<file path="config.mk">
export PLATFORM = sky130hd
export DESIGN_NAME = linear_page_translation_32
export DESIGN_NICKNAME = d
export VERILOG_FILES = /design/src/page_xlate_pkg.sv /design/src/xlate_tlb.sv /design/src/linear_page_translation_32.sv
export SDC_FILE = /design/constraint.sdc
export NUM_CORES = 1
export LEC_CHECK = 0
export ABC_AREA = 1
export BUFFER_PORTS_ARGS = -buffer_cell sky130_fd_sc_hd__buf_2
export CORE_MARGIN = 2
export CORE_UTILIZATION = 25
export DETAILED_ROUTE_END_ITERATION = 16
export PLACE_DENSITY = 0.43
export SLEW_MARGIN = 40
export SYNTH_ARGS = -nofsm -noshare
export SYNTH_HDL_FRONTEND = slang
export SYNTH_HIERARCHICAL = 1
export SYNTH_SLANG_ARGS = --single-unit
</file>
<file path="constraint.sdc">
create_clock -name ref_clk -period 3.1 [get_ports ref_clk]
set_clock_uncertainty 0.1 [all_clocks]
set_input_delay 0.775 -clock ref_clk [delete_from_list [all_inputs] [get_ports ref_clk]]
set_output_delay 0.775 -clock ref_clk [all_outputs]
set_load 0.1 [all_outputs]
</file>
<file path="src/page_xlate_pkg.sv">
// Constants shared by the page translation unit and its TLB
// How it works
// - Control flags choose off, 4K or 4M mapping
// - Linear bits 31:22 index the directory
// - Linear bits 21:12 index the page table
// - Small page keeps bits 11:0 as offset
// - Large directory entry gives page base directly
// - Large page keeps bits 21:0 as offset
// - Large only if enable and size flag set
// - Enable clear forces table walk, flag ignored
// - Mixed entry kinds decided per directory entry
// - Separate TLBs for large and small pages
// - Directory base register roots every walk
// - Directory base has no presence check
// - Table entry gives top 20 address bits
// - Translation enable is control zero bit 31
// - Large-page enable is control four bit 4
// - Directory entry size flag is bit 7
// - Clear resident bit 0 faults the access
package page_xlate_pkg;

  // Register byte offsets
  localparam logic [7:0] OFS_CTRL_ZERO  = 8'h00;
  localparam logic [7:0] OFS_CTRL_THREE = 8'h04;
  localparam logic [7:0] OFS_CTRL_FOUR  = 8'h08;
  localparam logic [7:0] OFS_FLUSH      = 8'h0C;
  localparam logic [7:0] OFS_FAULT_ADDR = 8'h10;
  localparam logic [7:0] OFS_STATUS     = 8'h14;

  // Reset values
  localparam logic [31:0] RST_CTRL_ZERO  = 32'h0000_0000;
  localparam logic [31:0] RST_CTRL_THREE = 32'h0000_0000;
  localparam logic [31:0] RST_CTRL_FOUR  = 32'h0000_0000;

  // Control field positions
  localparam int TE_BIT  = 31;
  localparam int BPE_BIT = 4;
  localparam int EPA_BIT = 5;

  // Entry field positions
  localparam int PRESENT_BIT   = 0;
  localparam int PAGE_SIZE_BIT = 7;

  // Linear address split
  localparam int DIR_HI  = 31;
  localparam int DIR_LO  = 22;
  localparam int TBL_HI  = 21;
  localparam int TBL_LO  = 12;
  localparam int OFS_HI  = 11;
  localparam int BIG_HI  = 21;

  // Status field positions
  localparam int STAT_BUSY_BIT = 0;
  localparam int STAT_CNT_LO   = 16;

  // Bus responses
  localparam logic [1:0] RESP_OKAY   = 2'h0;
  localparam logic [1:0] RESP_SLVERR = 2'h2;

endpackage

</file>
<file path="src/xlate_tlb.sv">
// Small fully associative translation cache with round-robin refill
`timescale 1ns/1ps
module xlate_tlb
  import page_xlate_pkg::*;
#(
  parameter int ENTRIES = 8,
  parameter int TAG_W   = 20,
  parameter int DATA_W  = 20
) (
  // Clock and reset
  input  wire logic              ref_clk,
  input  wire logic              rst_n,
  // Invalidate all entries
  input  wire logic              flush,
  // Lookup
  input  wire logic [TAG_W-1:0]  look_tag,
  output logic                   hit,
  output logic [DATA_W-1:0]      hit_data,
  // Refill
  input  wire logic              fill,
  input  wire logic [TAG_W-1:0]  fill_tag,
  input  wire logic [DATA_W-1:0] fill_data
);

  localparam int PTR_W = (ENTRIES > 1) ? $clog2(ENTRIES) : 1;

  logic [ENTRIES-1:0] valid;
  logic [TAG_W-1:0]   tags  [ENTRIES];
  logic [DATA_W-1:0]  datas [ENTRIES];
  logic [PTR_W-1:0]   victim;

  always_comb begin
    hit      = 1'b0;
    hit_data = '0;
    for (int i = 0; i < ENTRIES; i++) begin
      if (valid[i] && tags[i] == look_tag) begin
        hit      = 1'b1;
        hit_data = datas[i];
      end
    end
  end

  // Flush wins over a refill in the same cycle
  always_ff @(posedge ref_clk or negedge rst_n) begin
    if (!rst_n) begin
      valid  <= '0;
      victim <= '0;
    end else if (flush) begin
      valid  <= '0;
    end else if (fill) begin
      valid[victim] <= 1'b1;
      victim        <= (victim == PTR_W'(ENTRIES - 1)) ? '0 : victim + 1'b1;
    end
  end

  always_ff @(posedge ref_clk) begin
    if (fill) begin
      tags[victim]  <= fill_tag;
      datas[victim] <= fill_data;
    end
  end

endmodule

</file>
<file path="src/linear_page_translation_32.sv">
// Two-level linear to physical page translation unit with AXI4-Lite control
//
// Design decisions made here: the AXI4-Lite slave port and the register addresses.
`timescale 1ns/1ps
module linear_page_translation_32
  import page_xlate_pkg::*;
#(
  parameter int SMALL_ENTRIES = 8,
  parameter int LARGE_ENTRIES = 4
) (
  // Clock and reset
  input  wire logic        ref_clk,
  input  wire logic        rst_n,
  // AXI4-Lite write address
  input  wire logic [7:0]  s_axi_awaddr,
  input  wire logic        s_axi_awvalid,
  output logic             s_axi_awready,
  // AXI4-Lite write data
  input  wire logic [31:0] s_axi_wdata,
  input  wire logic [3:0]  s_axi_wstrb,
  input  wire logic        s_axi_wvalid,
  output logic             s_axi_wready,
  // AXI4-Lite write response
  output logic [1:0]       s_axi_bresp,
  output logic             s_axi_bvalid,
  input  wire logic        s_axi_bready,
  // AXI4-Lite read address
  input  wire logic [7:0]  s_axi_araddr,
  input  wire logic        s_axi_arvalid,
  output logic             s_axi_arready,
  // AXI4-Lite read data
  output logic [31:0]      s_axi_rdata,
  output logic [1:0]       s_axi_rresp,
  output logic             s_axi_rvalid,
  input  wire logic        s_axi_rready,
  // Translation request
  input  wire logic        req_valid,
  input  wire logic [31:0] req_laddr,
  output logic             req_ready,
  // Translation answer
  output logic             resp_valid,
  output logic [31:0]      resp_paddr,
  output logic             resp_fault,
  output logic             resp_large,
  // Table memory read port
  output logic             mem_req,
  output logic [31:0]      mem_addr,
  input  wire logic        mem_ack,
  input  wire logic [31:0] mem_rdata
);

  typedef enum {
    ST_IDLE,
    ST_LOOKUP,
    ST_DIR_WAIT,
    ST_TBL_WAIT
  } walk_state_type;

  walk_state_type state;

  // Software visible state
  logic [31:0] ctrl_reg_zero;
  logic [31:0] ctrl_reg_three;
  logic [31:0] ctrl_reg_four;
  logic [31:0] fault_laddr;
  logic [15:0] fault_count;
  logic        tlb_flush;

  // Bus slave state
  logic        aw_held;
  logic        w_held;
  logic [7:0]  awaddr_q;
  logic [31:0] wdata_q;
  logic [3:0]  wstrb_q;
  logic        do_write;

  // Walk state
  logic [31:0] lin_q;
  logic        fault_evt;
  logic        small_fill;
  logic [19:0] small_fill_tag;
  logic [19:0] small_fill_data;
  logic        large_fill;
  logic [9:0]  large_fill_tag;
  logic [9:0]  large_fill_data;

  // TLB lookups
  logic        small_hit;
  logic [19:0] small_frame;
  logic        large_hit;
  logic [9:0]  large_frame;

  // Mode flags
  logic        translation_enable;
  logic        big_page_enable;
  logic        extended_phys_addr_enable;
  logic [19:0] dir_base_register;

  assign translation_enable        = ctrl_reg_zero[TE_BIT];
  assign big_page_enable           = ctrl_reg_four[BPE_BIT];
  assign extended_phys_addr_enable = ctrl_reg_four[EPA_BIT];
  assign dir_base_register         = ctrl_reg_three[31:TBL_LO];

  // Byte-lane merge for register writes
  function automatic logic [31:0] merge_bytes(input logic [31:0] old_val,
                                             input logic [31:0] new_val,
                                             input logic [3:0]  strb);
    logic [31:0] res;
    res = old_val;
    for (int b = 0; b < 4; b++) begin
      if (strb[b]) begin
        res[b*8 +: 8] = new_val[b*8 +: 8];
      end
    end
    return res;
  endfunction

  // Address of a 32-bit entry inside a 4K-aligned table
  function automatic logic [31:0] entry_addr(input logic [19:0] base,
                                             input logic [9:0]  idx);
    return {base, idx, 2'b00};
  endfunction

  function automatic logic reg_mapped(input logic [7:0] addr);
    case (addr)
      OFS_CTRL_ZERO,
      OFS_CTRL_THREE,
      OFS_CTRL_FOUR,
      OFS_FLUSH,
      OFS_FAULT_ADDR,
      OFS_STATUS: return 1'b1;
      default:    return 1'b0;
    endcase
  endfunction

  // Write address channel
  always_ff @(posedge ref_clk or negedge rst_n) begin
    if (!rst_n) begin
      aw_held       <= 1'b0;
      awaddr_q      <= 8'h00;
      s_axi_awready <= 1'b0;
    end else if (s_axi_awvalid && s_axi_awready) begin
      aw_held       <= 1'b1;
      awaddr_q      <= s_axi_awaddr;
      s_axi_awready <= 1'b0;
    end else if (s_axi_bvalid && s_axi_bready) begin
      aw_held       <= 1'b0;
      s_axi_awready <= 1'b1;
    end else if (!aw_held) begin
      s_axi_awready <= 1'b1;
    end
  end

  // Write data channel
  always_ff @(posedge ref_clk or negedge rst_n) begin
    if (!rst_n) begin
      w_held       <= 1'b0;
      wdata_q      <= 32'h0000_0000;
      wstrb_q      <= 4'h0;
      s_axi_wready <= 1'b0;
    end else if (s_axi_wvalid && s_axi_wready) begin
      w_held       <= 1'b1;
      wdata_q      <= s_axi_wdata;
      wstrb_q      <= s_axi_wstrb;
      s_axi_wready <= 1'b0;
    end else if (s_axi_bvalid && s_axi_bready) begin
      w_held       <= 1'b0;
      s_axi_wready <= 1'b1;
    end else if (!w_held) begin
      s_axi_wready <= 1'b1;
    end
  end

  assign do_write = aw_held && w_held && !s_axi_bvalid;

  // Write response
  always_ff @(posedge ref_clk or negedge rst_n) begin
    if (!rst_n) begin
      s_axi_bvalid <= 1'b0;
      s_axi_bresp  <= RESP_OKAY;
    end else if (do_write) begin
      s_axi_bvalid <= 1'b1;
      s_axi_bresp  <= reg_mapped(awaddr_q) ? RESP_OKAY : RESP_SLVERR;
    end else if (s_axi_bready) begin
      s_axi_bvalid <= 1'b0;
    end
  end

  // Control registers; a new directory root also drops cached translations
  always_ff @(posedge ref_clk or negedge rst_n) begin
    if (!rst_n) begin
      ctrl_reg_zero  <= RST_CTRL_ZERO;
      ctrl_reg_three <= RST_CTRL_THREE;
      ctrl_reg_four  <= RST_CTRL_FOUR;
      tlb_flush      <= 1'b0;
    end else begin
      tlb_flush <= 1'b0;
      if (do_write) begin
        case (awaddr_q)
          OFS_CTRL_ZERO: ctrl_reg_zero <= merge_bytes(ctrl_reg_zero, wdata_q, wstrb_q);
          OFS_CTRL_THREE: begin
            ctrl_reg_three <= merge_bytes(ctrl_reg_three, wdata_q, wstrb_q);
            tlb_flush      <= 1'b1;
          end
          OFS_CTRL_FOUR: ctrl_reg_four <= merge_bytes(ctrl_reg_four, wdata_q, wstrb_q);
          OFS_FLUSH:     tlb_flush     <= 1'b1;
          default: ;
        endcase
      end
    end
  end

  // Read channel
  always_ff @(posedge ref_clk or negedge rst_n) begin
    if (!rst_n) begin
      s_axi_arready <= 1'b0;
      s_axi_rvalid  <= 1'b0;
      s_axi_rdata   <= 32'h0000_0000;
      s_axi_rresp   <= RESP_OKAY;
    end else if (s_axi_arvalid && s_axi_arready) begin
      s_axi_arready <= 1'b0;
      s_axi_rvalid  <= 1'b1;
      s_axi_rresp   <= reg_mapped(s_axi_araddr) ? RESP_OKAY : RESP_SLVERR;
      case (s_axi_araddr)
        OFS_CTRL_ZERO:  s_axi_rdata <= ctrl_reg_zero;
        OFS_CTRL_THREE: s_axi_rdata <= ctrl_reg_three;
        OFS_CTRL_FOUR:  s_axi_rdata <= ctrl_reg_four;
        OFS_FAULT_ADDR: s_axi_rdata <= fault_laddr;
        OFS_STATUS: begin
          s_axi_rdata                <= 32'h0000_0000;
          s_axi_rdata[31:STAT_CNT_LO] <= fault_count;
          s_axi_rdata[STAT_BUSY_BIT] <= (state != ST_IDLE);
        end
        default:        s_axi_rdata <= 32'h0000_0000;
      endcase
    end else if (s_axi_rvalid && s_axi_rready) begin
      s_axi_rvalid  <= 1'b0;
      s_axi_arready <= 1'b1;
    end else if (!s_axi_rvalid) begin
      s_axi_arready <= 1'b1;
    end
  end

  // Small and large pages never share entries
  xlate_tlb #(
    .ENTRIES (SMALL_ENTRIES),
    .TAG_W   (20),
    .DATA_W  (20)
  ) small_tlb (
    .ref_clk   (ref_clk),
    .rst_n     (rst_n),
    .flush     (tlb_flush),
    .look_tag  (lin_q[DIR_HI:TBL_LO]),
    .hit       (small_hit),
    .hit_data  (small_frame),
    .fill      (small_fill),
    .fill_tag  (small_fill_tag),
    .fill_data (small_fill_data)
  );

  xlate_tlb #(
    .ENTRIES (LARGE_ENTRIES),
    .TAG_W   (10),
    .DATA_W  (10)
  ) large_tlb (
    .ref_clk   (ref_clk),
    .rst_n     (rst_n),
    .flush     (tlb_flush),
    .look_tag  (lin_q[DIR_HI:DIR_LO]),
    .hit       (large_hit),
    .hit_data  (large_frame),
    .fill      (large_fill),
    .fill_tag  (large_fill_tag),
    .fill_data (large_fill_data)
  );

  // Walk engine: one translation in flight, answer is a single-cycle pulse
  always_ff @(posedge ref_clk or negedge rst_n) begin
    if (!rst_n) begin
      state           <= ST_IDLE;
      lin_q           <= 32'h0000_0000;
      req_ready       <= 1'b0;
      resp_valid      <= 1'b0;
      resp_paddr      <= 32'h0000_0000;
      resp_fault      <= 1'b0;
      resp_large      <= 1'b0;
      mem_req         <= 1'b0;
      mem_addr        <= 32'h0000_0000;
      fault_evt       <= 1'b0;
      small_fill      <= 1'b0;
      small_fill_tag  <= 20'h00000;
      small_fill_data <= 20'h00000;
      large_fill      <= 1'b0;
      large_fill_tag  <= 10'h000;
      large_fill_data <= 10'h000;
    end else begin
      resp_valid <= 1'b0;
      fault_evt  <= 1'b0;
      small_fill <= 1'b0;
      large_fill <= 1'b0;
      case (state)
        ST_IDLE: begin
          req_ready <= 1'b1;
          if (req_valid && req_ready) begin
            req_ready <= 1'b0;
            lin_q     <= req_laddr;
            state     <= ST_LOOKUP;
          end
        end
        ST_LOOKUP: begin
          state      <= ST_IDLE;
          resp_fault <= 1'b0;
          resp_large <= 1'b0;
          if (!translation_enable) begin
            resp_valid <= 1'b1;
            resp_paddr <= lin_q;
          end else if (extended_phys_addr_enable) begin
            // Wide physical modes are not built here; refuse as a fault
            resp_valid <= 1'b1;
            resp_paddr <= 32'h0000_0000;
            resp_fault <= 1'b1;
            fault_evt  <= 1'b1;
          end else if (big_page_enable && large_hit) begin
            resp_valid <= 1'b1;
            resp_large <= 1'b1;
            resp_paddr <= {large_frame, lin_q[BIG_HI:0]};
          end else if (small_hit) begin
            resp_valid <= 1'b1;
            resp_paddr <= {small_frame, lin_q[OFS_HI:0]};
          end else begin
            // Directory assumed resident: base register has no presence bit
            mem_req  <= 1'b1;
            mem_addr <= entry_addr(dir_base_register, lin_q[DIR_HI:DIR_LO]);
            state    <= ST_DIR_WAIT;
          end
        end
        ST_DIR_WAIT: begin
          if (mem_ack) begin
            mem_req <= 1'b0;
            if (!mem_rdata[PRESENT_BIT]) begin
              resp_valid <= 1'b1;
              resp_paddr <= 32'h0000_0000;
              resp_fault <= 1'b1;
              fault_evt  <= 1'b1;
              state      <= ST_IDLE;
            end else if (big_page_enable && mem_rdata[PAGE_SIZE_BIT]) begin
              resp_valid      <= 1'b1;
              resp_large      <= 1'b1;
              resp_paddr      <= {mem_rdata[DIR_HI:DIR_LO], lin_q[BIG_HI:0]};
              large_fill      <= 1'b1;
              large_fill_tag  <= lin_q[DIR_HI:DIR_LO];
              large_fill_data <= mem_rdata[DIR_HI:DIR_LO];
              state           <= ST_IDLE;
            end else begin
              // Size flag ignored unless large pages are enabled
              mem_req  <= 1'b1;
              mem_addr <= entry_addr(mem_rdata[31:TBL_LO], lin_q[TBL_HI:TBL_LO]);
              state    <= ST_TBL_WAIT;
            end
          end
        end
        ST_TBL_WAIT: begin
          if (mem_ack) begin
            mem_req <= 1'b0;
            state   <= ST_IDLE;
            if (!mem_rdata[PRESENT_BIT]) begin
              resp_valid <= 1'b1;
              resp_paddr <= 32'h0000_0000;
              resp_fault <= 1'b1;
              fault_evt  <= 1'b1;
            end else begin
              resp_valid      <= 1'b1;
              resp_paddr      <= {mem_rdata[31:TBL_LO], lin_q[OFS_HI:0]};
              small_fill      <= 1'b1;
              small_fill_tag  <= lin_q[DIR_HI:TBL_LO];
              small_fill_data <= mem_rdata[31:TBL_LO];
            end
          end
        end
        default: begin
          state   <= ST_IDLE;
          mem_req <= 1'b0;
        end
      endcase
    end
  end

  // Fault log; the counter saturates rather than wrapping to zero
  always_ff @(posedge ref_clk or negedge rst_n) begin
    if (!rst_n) begin
      fault_laddr <= 32'h0000_0000;
      fault_count <= 16'h0000;
    end else if (fault_evt) begin
      fault_laddr <= lin_q;
      if (fault_count != 16'hFFFF) begin
        fault_count <= fault_count + 16'h0001;
      end
    end
  end

endmodule

</file>
==> impl_metrics.csv <==
group,metric,value,unit
yosys,post_synthesis_cell_area,35920,um^2
sta,slew-limit-headroom,48.66,%
sta,setup_total_neg_slack,-6.654,ns
placement,placedInstanceArea,40760,um^2
worst_setup_path,crit_type,"register to register",
global_routing,grt_start_max_net_pins,72,
die,die_height,383.1,um
final_layout,mostFrequentLayoutCells,"sky130_fd_sc_hd__nand2_1 (1091), sky130_fd_sc_hd__dfrtp_1 (402), sky130_fd_sc_hd__edfxtp_1 (400), sky130_fd_sc_hd__nor2_1 (399), sky130_fd_sc_hd__nand3_1 (249)",
run_status,run_status,"finished with violations",
run_status,failing_checks,"negative setup slack",
global_routing,first_pass_grt_wire_length,189800,um
power,internal_power,22.83,mW
worst_setup_path,worst_r2r_path_depth,17,
die,die_outline_area,146700,um^2
flow_run,maxCapViolations,0,
power,power_density_over_the_cells,835.4,nW/um^2
yosys,postSynthRegisterBits,811,
final_layout,nets,4331,
power,power.static_leakage,20.00,nW
placement,post-dp-hpwl,92640,um
cts,clock-sinks,811,
cts,root_buf_cell,"sky130_fd_sc_hd__clkbuf_16",
routing,totalWireLength,133200,um
die,ioPinCount,235,
worst_setup_path,critPathCaptureType,"register",
cts,cts_tree,"yes",
global_routing,number_of_global_route_vias_before_repair,27070,
power,p_sw_share,39.30,%
cts,cts_made_buffers,94,
sta,final_critical_path_setup_slack,-0.1787,ns
routing,drc,0,
sta,hold_viol,0,
hold_path,timing.hold.worst_path_depth,2,
final_layout,multi_input_logic_area,12280,um^2
worst_setup_path,cp_cell_sequence,"clkinvlp_4, buf_6, o21ai_1, nor4_2, buf_4, nand3_2, buf_12, nand4_1, or2_1, buf_6, o21ai_4, buf_6, nand2_8, nand2_8, clkbuf_16, nand2_2, nand2_1",
routing,drtPass1Iterations,5,
final_layout,final_common_cell,"sky130_fd_sc_hd__nand2_1",
cts,cts_max_level,3,
sta,rsz0062_at_grt,"yes",
final_layout,sequential_standard_cell_area,22310,um^2
die,floorplan.die.width,383.1,um
yosys,synth_top_cell_by_area,"sky130_fd_sc_hd__edfxtp_1",
cts,reg_clk_slew_reported_paths,0.06,ns
worst_setup_path,timing.critical_path.arrival,3.80,ns
yosys,yosysWarningCount,6,
worst_setup_path,max_stage_delay,0.44,ns
power,power.net_switching,14.79,mW
yosys,synth_edf_count,400,
global_routing,track_usage,17.71,%
worst_setup_path,path_common_cell,"sky130_fd_sc_hd__buf_6",
yosys,ys_types,56,
power,p_clk_share,30.5,%
final_layout,drive_gt1_share,20.51,%
worst_setup_path,timing.critical_path.required,3.62,ns
power,power,37.62,mW
final_layout,non_filler_cell_area_final,45030,um^2
sta,timing.final.setup_violations,62,
global_routing,grt_antenna_before_repair,17,
sta,period_utilisation_layout,105.8,%
yosys,synth_ff_type,"sky130_fd_sc_hd__dfrtp_1",
die,core_region_area,143100,um^2
sta,timing.final.crit_period,3.279,ns
routing,via_per_inst,4.519,
sta,tightest_slew,0.7701,ns
sta,worst_hold_slack,0.1872,ns
final_layout,flow.area_growth_from_synthesis,25.36,%
yosys,post_synth_main_area_contributors,"sky130_fd_sc_hd__edfxtp_1 (33%), sky130_fd_sc_hd__dfrtp_1 (29%), sky130_fd_sc_hd__nand2_1 (12%)",
final_layout,fill_cells,14940,
die,initial_utilization,25.10,%
worst_setup_path,critical_path.max_fanout,8,
routing,via_count,27930,
yosys,synth_cells,3792,
die,rows,139,
power,p_seq_share,36.8,%
cts,clkLatencyLatePin,0.69,ns
placement,gp_congestion,0.8722,
worst_setup_path,cpMaxStageDelayCell,"sky130_fd_sc_hd__dfrtp_2",
hold_path,hold_path.class,"input port to register",
yosys,synthesis.area_per_instance,9.474,um^2
sta,final-max-slew-violation-count,0,
worst_setup_path,startpoint_type,"register",
routing,route.antenna.remaining_nets,0,
routing,1st_iter_drt_viols,2409,
cts,cts.path.max_buffers,3,
sta,fmax,305.0,MHz
placement,numPortBuffers,220,
global_routing,grt_overflow_total,0,
yosys,synth_seq_area_share,62.06,%
power,pwr-share-comb,32.8,%
yosys,postSynth.asyncResetShare,50.68,%
routing,avgRoutedWirePerCell,21.55,um
power,worst_ir_drop_vdd,1.059,mV
yosys,synthDominantCellAreaShare,33.44,%
[per-stage QoR]
stage	utilization (%)	std cells	setup WS, ns
2_1_floorplan	-	3795	0.2613
3_3_place_gp	28.47	5976	-0.7329
3_5_place_dp	28.47	5976	-0.6885
4_1_cts	30.88	6164	-0.1152
5_1_grt	31.46	6179	-0.2600
6_report	31.46	6181	-0.1787
[final cells by class]
type | count | share of cell area, %
clock buffer | 137 | 6.082
multi-input combinational | 2535 | 27.26
timing repair buffer | 466 | 8.424
sequential | 811 | 49.54
antenna | 3 | 0.01667
timing repair inverter | 1 | 0.01667
clock inverter | 39 | 0.9252
tap | 1903 | 5.287
inverter | 286 | 2.453
[critical path: cells and delay by family (launching register included)]
kind,cells,cell delay [ns]
AOI/OAI and AO/OA,2,0.31
buffers and inverters,7,1.21
DFF,1,0.44
and+or+nand+nor,8,1.09
[repair_timing]
action | CTS | global route
cloned | 2 | 11
resized for setup | 50 | 152
endpoints found under the hold margin | 50 | 0
pin swaps | 14 | 29
buffers inserted | 9 | 6
hold buffers | 1 | 0
setup endpoints to repair | 65 | 65
[kinds of logic (layout without fill, tap and decap cells)]
group                      after synthesis  after routing  synth area share [%]
other                                    1              7               0.01044
buffers and inverters                  449            929                 5.520
xor gates and xnor gates                66             66                 1.609
DFF                                    811            811                 62.06
AOI/OAI and AO/OA                      449            449                 6.572
muxes                                   31             31                0.9404
and+or+nand+nor                       1974           1974                 22.90
adders and majority gates               11             11                0.3831
[worst paths after layout]
kind                       slack, ns                     startpoint                               to
min                             0.19                   s_axi_bready         s_axi_bvalid$_DFFE_PN0P_
max in group asynchronous       1.51                          rst_n  small_tlb/victim[2]$_DFFE_PN0P_
min in group asynchronous       0.54                          rst_n       fault_laddr[9]$_DFFE_PN0P_
min reg2reg                     0.37  ctrl_reg_zero[20]$_DFFE_PN0P_    ctrl_reg_zero[20]$_DFFE_PN0P_
max reg2reg                    -0.18          lin_q[25]$_DFFE_PN0P_       resp_paddr[21]$_DFFE_PN0P_
max                            -0.18          lin_q[25]$_DFFE_PN0P_       resp_paddr[21]$_DFFE_PN0P_
[cells in the mapped netlist (4+ instances only)]
master / number
sky130_fd_sc_hd__a211oi_1: 6
sky130_fd_sc_hd__a21oi_1: 126
sky130_fd_sc_hd__a21oi_2: 4
sky130_fd_sc_hd__buf_1: 9
sky130_fd_sc_hd__buf_2: 59
sky130_fd_sc_hd__buf_4: 23
sky130_fd_sc_hd__buf_6: 16
sky130_fd_sc_hd__clkbuf_1: 54
sky130_fd_sc_hd__dfrtp_1: 411
sky130_fd_sc_hd__edfxtp_1: 400
sky130_fd_sc_hd__ha_1: 11
sky130_fd_sc_hd__inv_1: 252
sky130_fd_sc_hd__inv_2: 32
sky130_fd_sc_hd__mux2_2: 22
sky130_fd_sc_hd__mux2i_1: 9
sky130_fd_sc_hd__nand2_1: 1159
sky130_fd_sc_hd__nand2_2: 14
sky130_fd_sc_hd__nand2_4: 5
sky130_fd_sc_hd__nand3_1: 263
sky130_fd_sc_hd__nand3_2: 5
sky130_fd_sc_hd__nand3b_1: 12
sky130_fd_sc_hd__nand4_1: 39
sky130_fd_sc_hd__nor2_1: 420
sky130_fd_sc_hd__nor2_2: 20
sky130_fd_sc_hd__nor2_4: 6
sky130_fd_sc_hd__nor4_1: 5
sky130_fd_sc_hd__o211ai_1: 6
sky130_fd_sc_hd__o21ai_0: 225
sky130_fd_sc_hd__o21ai_1: 48
sky130_fd_sc_hd__o21ai_2: 4
sky130_fd_sc_hd__o22ai_1: 19
sky130_fd_sc_hd__or2_1: 4
sky130_fd_sc_hd__or2_2: 8
sky130_fd_sc_hd__xnor2_1: 41
sky130_fd_sc_hd__xor2_1: 25
[power by group through the flow]
| stage | clock (mW) | combinational (mW) | sequential, mW |
|---|---|---|---|
| finish | 11.5 | 12.3 | 13.8 |
| global route | 12.2 | 13.2 | 14.0 |
| CTS | 11.8 | 11.5 | 13.8 |
| detailed placement | 0 | 11.2 | 13.9 |
| global placement | 0 | 11.2 | 13.9 |
| floorplan | 0 | 4.02 | 16.4 |
[layer usage]
metal / wire, um / global-route usage [%] / up-vias
met5: 83 / 0 / -
met4: 3406 / 4.863 / 14
met3: 9492 / 4.655 / 192
met2: 59400 / 27.32 / 821
met1: 60800 / 24.42 / 13660
li1: - / - / 13240
[state kept, by name, indices dropped and copies added (netlist names), 40 cells and up]
register         count
large_tlb/datas     40
large_tlb/tags      40
small_tlb/datas    160
small_tlb/tags     160
Power figures use the tool's default switching activity.
